<file path="config.mk">
export PLATFORM = sky130hd
export DESIGN_NAME = vtp_table_pointer_mover
export DESIGN_NICKNAME = d
export VERILOG_FILES = /design/src/shared/vtp_pkg.sv /design/src/logic/vtp_table_pointer_mover.sv
export VERILOG_INCLUDE_DIRS = /design/src /design/src/shared
export SDC_FILE = /design/constraint.sdc
export NUM_CORES = 1
export LEC_CHECK = 0
export BUFFER_PORTS_ARGS = -buffer_cell sky130_fd_sc_hd__buf_2
export CORE_MARGIN = 8
export CORE_UTILIZATION = 45
export CTS_CLUSTER_SIZE = 14
export DETAILED_ROUTE_END_ITERATION = 7
export PLACE_DENSITY = 0.62
export RECOVER_POWER = 50
export SYNTH_ARGS = -nofsm -noshare
export SYNTH_HDL_FRONTEND = slang
export SYNTH_SLANG_ARGS = --single-unit
</file>
<file path="constraint.sdc">
create_clock -name mclk_i -period 5.4 [get_ports mclk_i]
set_clock_uncertainty 0.15 [all_clocks]
set_input_delay 0 -clock mclk_i [delete_from_list [all_inputs] [get_ports mclk_i]]
set_output_delay 0 -clock mclk_i [all_outputs]
set_load 0.01 [all_outputs]
</file>
<file path="src/shared/vtp_defines.svh">
`ifndef VTP_DEFINES_SVH
`define VTP_DEFINES_SVH

// word and address widths of the table memory, and the table length field
`define VTP_WORD_W  16
`define VTP_ADDR_W  16
`define VTP_LEN_W   8

// pointer constants
`define VTP_PTR_ZERO 16'h0000
`define VTP_PTR_STEP 16'h0001
`define VTP_PTR_WRAP 16'h0001

// first data word sits one word above the pointer word
`define VTP_DATA_OFS 16'h0001

`endif

</file>
<file path="src/shared/vtp_pkg.sv">
`include "vtp_defines.svh"

package vtp_pkg;

	typedef logic [`VTP_WORD_W-1:0] vtp_word_t;
	typedef logic [`VTP_ADDR_W-1:0] vtp_addr_t;
	typedef logic [`VTP_LEN_W-1:0]  vtp_len_t;

	typedef enum logic {
		VTP_OP_REMOVE_FROM_BOTTOM,
		VTP_OP_SOURCE_TO_TABLE
	} vtp_op_t;

	typedef enum {
		VTP_S_IDLE,
		VTP_S_GET_PTR,
		VTP_S_GET_DATA,
		VTP_S_WR_PTR,
		VTP_S_DONE
	} vtp_state_t;

	// one execution request from the program
	typedef struct packed {
		vtp_op_t   op;
		logic      en;
		vtp_addr_t base;
		vtp_len_t  len;
		vtp_addr_t addr;
	} vtp_req_t;

	// word memory port, read data is valid in the same cycle as rd
	typedef struct packed {
		logic      rd;
		logic      wr;
		vtp_addr_t addr;
		vtp_word_t wdata;
	} vtp_mem_t;

	typedef struct packed {
		vtp_state_t st;
		vtp_op_t    op;
		vtp_addr_t  base;
		vtp_len_t   len;
		vtp_addr_t  addr;
		vtp_word_t  ptr;
		vtp_word_t  nptr;
		vtp_addr_t  tgt;
		vtp_mem_t   mem;
		logic       done;
		logic       flag;
	} vtp_regs_t;

	function automatic vtp_word_t vtp_len_word(input vtp_len_t len);
		vtp_len_word = {{(`VTP_WORD_W-`VTP_LEN_W){1'b0}}, len};
	endfunction : vtp_len_word

	function automatic vtp_addr_t vtp_offset(input vtp_addr_t base, input vtp_word_t ofs);
		vtp_offset = base + ofs;
	endfunction : vtp_offset

endpackage : vtp_pkg

</file>
<file path="src/logic/vtp_table_pointer_mover.sv">
`timescale 1ns/1ps
`include "vtp_defines.svh"

module vtp_table_pointer_mover
	import vtp_pkg::*;
#(
	parameter int WORD_W = `VTP_WORD_W,
	parameter int ADDR_W = `VTP_ADDR_W,
	parameter int LEN_W  = `VTP_LEN_W
) (
	input  wire logic      mclk_i,
	input  wire logic      rst_i,
	input  wire logic      req_valid_i,
	input  wire vtp_req_t  req_i,
	output logic           req_ready_o,
	input  wire logic      scan_end_i,
	input  wire vtp_word_t mem_rdata_i,
	output vtp_mem_t       mem_o,
	output logic           done_o,
	output logic           table_status_flag_o
);

	////////////////////////////////////////////////////////////////////////////////
	// widths are fixed by the package types; refuse anything else

	if (WORD_W != `VTP_WORD_W || ADDR_W != `VTP_ADDR_W || LEN_W != `VTP_LEN_W) begin : g_chk
		$error("vtp: widths must match the package types");
	end

	////////////////////////////////////////////////////////////////////////////////

	vtp_regs_t r_reg;
	vtp_regs_t r_next;
	logic      flag_set;
	logic      flag_clr;
	vtp_word_t len_w;

	assign len_w = vtp_len_word(r_reg.len);

	always_comb begin
		r_next       = r_reg;
		r_next.mem.rd = 1'b0;
		r_next.mem.wr = 1'b0;
		r_next.done  = 1'b0;
		flag_set     = 1'b0;
		flag_clr     = 1'b0;
		unique case (r_reg.st)
			VTP_S_IDLE: begin
				if (req_valid_i) begin
					r_next.op   = req_i.op;
					r_next.base = req_i.base;
					r_next.len  = req_i.len;
					r_next.addr = req_i.addr;
					if (req_i.en) begin
						r_next.mem.rd   = 1'b1;
						r_next.mem.addr = req_i.base;
						r_next.st       = VTP_S_GET_PTR;
						// a new flag user invalidates the old result
						flag_clr        = 1'b1;
					end else begin
						r_next.done = 1'b1;
					end
				end
			end
			VTP_S_GET_PTR: begin
				r_next.ptr = mem_rdata_i;
				r_next.st  = VTP_S_DONE;
				if (r_reg.op == VTP_OP_REMOVE_FROM_BOTTOM) begin
					if (mem_rdata_i == `VTP_PTR_ZERO) begin
						flag_set = 1'b1;
					end else if (mem_rdata_i <= len_w) begin
						r_next.mem.rd   = 1'b1;
						r_next.mem.addr = vtp_offset(r_reg.base, mem_rdata_i);
						r_next.tgt      = r_reg.addr;
						r_next.nptr     = mem_rdata_i - `VTP_PTR_STEP;
						r_next.st       = VTP_S_GET_DATA;
					end
				end else if (mem_rdata_i <= len_w) begin
					r_next.mem.rd   = 1'b1;
					r_next.mem.addr = r_reg.addr;
					r_next.st       = VTP_S_GET_DATA;
					if (mem_rdata_i == `VTP_PTR_ZERO || mem_rdata_i == len_w) begin
						r_next.tgt = vtp_offset(r_reg.base, `VTP_DATA_OFS);
					end else begin
						r_next.tgt = vtp_offset(r_reg.base, mem_rdata_i + `VTP_DATA_OFS);
					end
					r_next.nptr = (mem_rdata_i == len_w) ? `VTP_PTR_WRAP
						: mem_rdata_i + `VTP_PTR_STEP;
				end
			end
			VTP_S_GET_DATA: begin
				r_next.mem.wr    = 1'b1;
				r_next.mem.addr  = r_reg.tgt;
				r_next.mem.wdata = mem_rdata_i;
				r_next.st        = VTP_S_WR_PTR;
			end
			VTP_S_WR_PTR: begin
				// pointer is written only after the data move
				r_next.mem.wr    = 1'b1;
				r_next.mem.addr  = r_reg.base;
				r_next.mem.wdata = r_reg.nptr;
				r_next.st        = VTP_S_DONE;
				if (r_reg.op == VTP_OP_REMOVE_FROM_BOTTOM) begin
					flag_set = (r_reg.nptr == `VTP_PTR_ZERO);
				end else begin
					flag_set = (r_reg.nptr == len_w);
				end
			end
			VTP_S_DONE: begin
				r_next.done = 1'b1;
				r_next.st   = VTP_S_IDLE;
			end
		endcase
		// set wins over an end of scan in the same cycle
		if (flag_set) begin
			r_next.flag = 1'b1;
		end else if (flag_clr || scan_end_i) begin
			r_next.flag = 1'b0;
		end
	end

	always_ff @(posedge mclk_i) begin
		if (rst_i) begin
			r_reg <= '{st: VTP_S_IDLE, op: VTP_OP_REMOVE_FROM_BOTTOM, default: '0};
		end else begin
			r_reg <= r_next;
		end
	end

	assign req_ready_o         = (r_reg.st == VTP_S_IDLE);
	assign mem_o               = r_reg.mem;
	assign done_o              = r_reg.done;
	assign table_status_flag_o = r_reg.flag;

	////////////////////////////////////////////////////////////////////////////////
	// checks

	property p_ptr_read;
		@(posedge mclk_i) disable iff (rst_i)
		req_valid_i && req_ready_o && req_i.en
			|=> mem_o.rd && !mem_o.wr && mem_o.addr == $past(req_i.base);
	endproperty
	a_ptr_read: assert property (p_ptr_read) else $error("pointer word not read at base");

	property p_no_exec;
		@(posedge mclk_i) disable iff (rst_i)
		req_valid_i && req_ready_o && !req_i.en |=> done_o && !mem_o.rd && !mem_o.wr;
	endproperty
	a_no_exec: assert property (p_no_exec) else $error("disabled request touched memory");

	property p_rfb_addr;
		@(posedge mclk_i) disable iff (rst_i)
		r_reg.st == VTP_S_GET_PTR && r_reg.op == VTP_OP_REMOVE_FROM_BOTTOM
			&& mem_rdata_i != `VTP_PTR_ZERO && mem_rdata_i <= len_w
			|=> mem_o.rd && mem_o.addr == r_reg.base + r_reg.ptr;
	endproperty
	a_rfb_addr: assert property (p_rfb_addr) else $error("wrong table word read");

	property p_rfb_dec;
		@(posedge mclk_i) disable iff (rst_i)
		r_reg.st == VTP_S_GET_PTR && r_reg.op == VTP_OP_REMOVE_FROM_BOTTOM
			&& mem_rdata_i != `VTP_PTR_ZERO && mem_rdata_i <= len_w
			|=> ##1 mem_o.wr ##1 mem_o.wr && mem_o.wdata == $past(r_reg.ptr, 2) - `VTP_PTR_STEP;
	endproperty
	a_rfb_dec: assert property (p_rfb_dec) else $error("pointer not lowered by one");

	property p_rfb_zero;
		@(posedge mclk_i) disable iff (rst_i)
		r_reg.st == VTP_S_GET_PTR && r_reg.op == VTP_OP_REMOVE_FROM_BOTTOM
			&& mem_rdata_i == `VTP_PTR_ZERO
			|=> table_status_flag_o && !mem_o.rd && !mem_o.wr ##1 done_o && !mem_o.wr;
	endproperty
	a_rfb_zero: assert property (p_rfb_zero) else $error("move at pointer zero");

	property p_out_of_range;
		@(posedge mclk_i) disable iff (rst_i)
		r_reg.st == VTP_S_GET_PTR && mem_rdata_i > len_w |=> !mem_o.rd && !mem_o.wr ##1 done_o;
	endproperty
	a_out_of_range: assert property (p_out_of_range) else $error("move outside table");

	property p_stt_wrap;
		@(posedge mclk_i) disable iff (rst_i)
		r_reg.st == VTP_S_GET_PTR && r_reg.op == VTP_OP_SOURCE_TO_TABLE && mem_rdata_i == len_w
			|=> ##1 mem_o.addr == r_reg.base + `VTP_DATA_OFS
			##1 mem_o.wdata == `VTP_PTR_WRAP && table_status_flag_o == (len_w == `VTP_PTR_WRAP);
	endproperty
	a_stt_wrap: assert property (p_stt_wrap) else $error("pointer did not wrap to one");

	property p_stt_flag;
		@(posedge mclk_i) disable iff (rst_i)
		r_reg.st == VTP_S_WR_PTR && r_reg.op == VTP_OP_SOURCE_TO_TABLE
			|=> table_status_flag_o == ($past(r_reg.nptr) == $past(len_w));
	endproperty
	a_stt_flag: assert property (p_stt_flag) else $error("flag wrong after store");

	property p_scan_clear;
		@(posedge mclk_i) disable iff (rst_i)
		scan_end_i && !flag_set |=> !table_status_flag_o;
	endproperty
	a_scan_clear: assert property (p_scan_clear) else $error("flag outlived the scan");

endmodule : vtp_table_pointer_mover

</file>
Yosys cells after proc, flatten, opt, wreduce, memory -nomap -nowiden

Index checks and enable logic that the tools add are counted.

Flip-flop bits (word level): 141
Input bits: 62
Output and inout port bits: 37
Word-level logic and storage cells: 78

$add $sub $neg: 5
Order comparisons: 1
Equality and inequality tests: 11
Muxes and demuxes: 34
Reductions and logical operators: 14

Operators with widths:

| kind                                                 | count |
|---|---|
| one-hot mux 32 bit (5 select lines)                  | 1 |
| 2-to-1 mux 33 bit                                    | 4 |
| 2-to-1 mux 16 bit                                    | 8 |
| 2-to-1 mux 73 bit                                    | 1 |
| equality test 32 x 2 -> 1 bit, second input constant | 2 |
| zero test 32 bit                                     | 2 |
| 2-to-1 mux 32 bit                                    | 2 |
| one-hot mux 16 bit (4 select lines)                  | 1 |
| adder 16 x 1 -> 16 bit, second input constant        | 2 |
| adder 16 bit                                         | 2 |
| equality test 16 x 8 -> 1 bit                        | 2 |
| equality test 32 x 1 -> 1 bit, second input constant | 1 |
| equality test 32 x 3 -> 1 bit, second input constant | 1 |
| zero test 16 bit                                     | 2 |
| one-hot mux 16 bit (2 select lines)                  | 1 |
| less-or-equal comparator 16 x 8 -> 1 bit             | 1 |
| subtractor 16 x 1 -> 16 bit, second input constant   | 1 |
| 2-to-1 mux 1 bit                                     | 11 |
| != test 2 bit, second input constant                 | 4 |
| 2-to-1 mux 3 bit                                     | 2 |
| one-hot mux 1 bit (2 select lines)                   | 3 |
| AND reduction 5 bit                                  | 1 |
| AND reduction 2 bit                                  | 2 |
| nonzero test 2 bit                                   | 2 |
| 5 further kinds                                      | 6 |

Depth between registers and ports, before layout

Depth in word-level cells: 6
Depth in mapped cells: 17
Mapped depth without buffers: 16

Worst setup path after synthesis

No wires, ideal clock.

Path type: input to register
From: input mem_rdata_i[2]
To: register r_reg[48] in the netlist's numbering
Library setup time: 86 ps
Arrival time: 2999 ps
Data required time: 5164 ps
Setup slack: 2165 ps
Stages on the path: 17
Buffers on the path: 2
Cell sequence: buf_2 or4_1 nor2_1 and3_1 buf_4 nor2_1 nand2_1 ha_1 inv_1 fa_1 nand2b_1 a21oi_1 nor3_1 o211ai_1 a21o_1 a32oi_1 a211oi_1

Longest elaborated chain between the ends: 5
Elaborated cells on any way between the ends: 11
Classes of those cells: add/sub (2); order compare (1); eq/ne (2); mux (3); reduce/logical (3)

Ends and longest elaborated chain:

| element                                                        | RTL line                                     | text |
|---|---|---|
| start: declaration                                             | vtp_table_pointer_mover.sv:17                | `input wire vtp_word_t mem_rdata_i,` |
| adder 16 x 1 -> 16 bit (no line), or another cell as far along | -                                            |  |
| adder 16 bit / logical OR 1 bit (equally long branches)        | vtp_pkg.sv:58, vtp_table_pointer_mover.sv:82 |  |
| 2-to-1 mux 16 bit                                              | vtp_table_pointer_mover.sv:82                | `` if (mem_rdata_i == `VTP_PTR_ZERO \|\| mem_rdata_i == len_w) begin `` |
| 2-to-1 mux 33 bit                                              | vtp_table_pointer_mover.sv:78                | `end else if (mem_rdata_i <= len_w) begin` |
| 2-to-1 mux 33 bit                                              | vtp_table_pointer_mover.sv:68                | `if (r_reg.op == VTP_OP_REMOVE_FROM_BOTTOM) begin` |
| end signal: assignment                                         | vtp_table_pointer_mover.sv:126               | `r_reg <= r_next;` |
| end: declaration                                               | vtp_table_pointer_mover.sv:32                | `vtp_regs_t r_reg;` |

Parallel ways exist; a longest one is shown, timed or not. The select of a mux whose other input is x is not followed.
A chain may end at the register's enable or synchronous reset.

Worst setup path in the final report

From: register r_reg[125] in the netlist's numbering
To: register r_reg (netlist bit len_w[4])

Longest elaborated chain between the ends: 2

Ends and longest elaborated chain:

| element                       | RTL line                      | text |
|---|---|---|
| zero test 32 bit              | vtp_table_pointer_mover.sv:47 | `unique case (r_reg.st)` |
| AND reduction 2 bit (no line) | -                             |  |

Every way passes these cells.

==> metrics <==
status finished, violations left; violated checks capacitance limit, slew limit; number of diodes 0; GRT overflow 0; CTS tree yes; worst-skew pair later-pin latency 0.36 ns; CTS root buffer clkbuf_16; WHS Endpoint mem_o[3]; predominant post-synthesis flop cell dfxtp_1; # rows 47; Routed Antenna Nets 0; max_cap viols 2; Layout Area Growth over Synthesis 17.8%; worst reg-to-reg setup slack around 0.8 ns; initial antenna violation count 0; NumNets Final approximately 1200; register area share after synthesis 29.4%; CP Capture Type flop; Worst path slowest cell clkbuf_1; DIE WIDTH ~150 um; Mapped Cells 986; Pleak around 0.0035 uW; final setup vio count 0; first-pass GRT wire length 41.2 mm; hold crit path type primary input to flop; CORE AREA between 15000 and 20000 um^2; top cell family by delay on the critical path buffers and inverters; H-tree depth 3; Seq. cell area between 2000 and 2500 um^2; Via density between 5 and 6; Arr. time, crit path between 4 and 5 ns; clock buffer count from CTS 9; CP max FO 42; RSZ-0062 raised after global routing no; total of warnings raised by yosys 0; cell depth of the worst flop-to-flop path 7; share of cells above drive strength 1 approximately a tenth; clk slew on worst S/H paths about 0.08 ns; total track usage roughly a quarter; clk sinks 112; most frequent CP cell nand2_1; cell area power density between 200 and 250 nW/um^2; startpoint types flop; slew margin rel. -73.7%; worst path bufs/invs 3; hold slack between 0.1 and 0.15 ns; post-synth cell types between 70 and 80; detailed placement HPWL around 18 mm; FF+latch count, synth approximately 110; r2r startpoint r_reg[125]; drt first pass iters 5; Placer Congestion roughly 0.9; Hold Crit Depth 3; cell-by-cell trace of the critical path clkbuf_1 -> nor2_1 -> nand2_1 -> buf_4 -> nand2_1 -> a21oi_1 -> dlygate4sd3_1; Mapped Area between 7000 and 8000 um^2; FILL cells roughly 1700; Die Ht roughly 150 um; largest net degree at the start of global routing 69; Syn Nets 1090; fraction of registers with async set/reset 0%; fmax 218 MHz; DRC viols 0; max-slew violations 81; Post-synth EDFFs 0; Initial Util 46.0%; Hold Crit Start mem_rdata_i[3]; Placed Cells around 1200; worst flop-to-flop path endpoint len_w[4]; number of I/O port buffers 98; cts repair resizes 0; WL per Instance ~20 um; routed vias approximately 8000; post-layout util around 54%; Multi-input gate area between 4000 and 5000 um^2; Tmin final approximately 4.6 ns; Critical Path Max Stage Delay 1.85 ns; die area about 21000 um^2; fin crit share a little over four fifths; required time of the critical path between 5 and 6 ns; final hold vios 0; Non-Filler Instances 1313; Largest register FFs just under 70; I/O pins 99; drt total wl approximately 26 mm; setup TNS 0 ns; DRT iter0 DRCs approximately 780; Worst-Margin Slew around 2.6 ns; vias in the first global route approximately 7500; Setup CP Type flop to flop; Avg Cell Area, Syn around 7.7 um^2; Peak supply drop between 0.0001 and 0.00015 V; worst-case clock buffer depth 2
==> how the worst max path moves through the flow <==
stage | from | end | slack, ns | cells after the start
after floorplan | mem_rdata_i[2] | r_reg[48] | 2.17 | 17
after global placement | mem_rdata_i[9] | r_reg[48] | 1.57 | 16
after detailed placement | mem_rdata_i[9] | r_reg[48] | 1.44 | 16
after CTS | mem_rdata_i[9] | r_reg[48] | 1.25 | 17
after global routing | r_reg[125] | len_w[4] | 0.58 | 7
final | r_reg[125] | len_w[4] | 0.82 | 7
==> logic make-up after synthesis <==
family / synth area share (%)
buffers and inverters: 8.07
AOI/OAI and AO/OA: 26.3
adders and majority gates: 7.09
DFF: 29.4
and+or+nand+nor: 21.7
xor gates and xnor gates: 3.79
muxes: 3.71
==> area by class of cell <==
cell class | count | share of cell area, %
multi-input cells | 755 | 53.1
flip-flops and latches | 112 | 25.0
repair buffers | 186 | 14.4
well taps | 220 | 3.07
clock buffers | 9 | 2.51
inverters | 25 | 1.05
clock inverters | 6 | 0.934
==> placed cells by master, fill, tap and decap left out, drive strengths merged, types with 17 or more instances in the layout <==
| cell type | n |
|---|---|
| clkbuf | 48 |
| xor2 | 17 |
| mux2i | 26 |
| nor2 | 76 |
| nand2 | 143 |
| inv | 25 |
| dlygate4sd3 | 76 |
| a21oi | 105 |
| o21ai | 46 |
| nand3 | 26 |
| a211oi | 34 |
| buf | 71 |
| nor3 | 28 |
| dfxtp | 112 |
| ha | 40 |
==> Yosys cell counts (25+ instances only) <==
master    count  area, um^2
nor2_1       73         274
nor3_1       27         135
a211oi_1     34         255
clkbuf_1     41         154
buf_4        37         278
mux2i_1      26         260
ha_1         40         500
a21oi_1     103         515
o21ai_0      45         225
dfxtp_1     112        2240
nand2_1     142         533
nand3_1      25         125
==> what timing repair did <==
action | in CTS | in global routing
hold endpoints to repair | 83 | 0
setup buffers | 0 | 0
hold buffers | 76 | 0
==> power by group <==
part / total (uW) / switching (uW) / internal, uW
Clock: 731 / 327 / 404
Sequential: 883 / 30.1 / 853
Combinational: 436 / 253 / 183
Total: 2050 / 611 / 1440
==> layer usage <==
layer  share of wire, %  global-route usage [%]
met2                 47                    38.8
met3                5.5                    4.91
met4                2.8                    8.24
met5                  0                       0
met1                 45                    30.4
==> tightest hold or removal path, stage by stage <==
cell and delay [ns]:
buf_2 0.19, mux2i_1 0.27, a211oi_1 0.11
==> metrics by stage <==
stage               power (uW)  setup slack, ns  instance area, um^2
global placement          1290             1.57                 7970
finish                    2050            0.819                 8980
floorplan                 1170             2.17                 7630
global route              2140            0.579                 8980
detailed placement        1290             1.44                 7970
CTS                       2060             1.25                 9040
No activity file was read; power rests on OpenSTA's default activity.
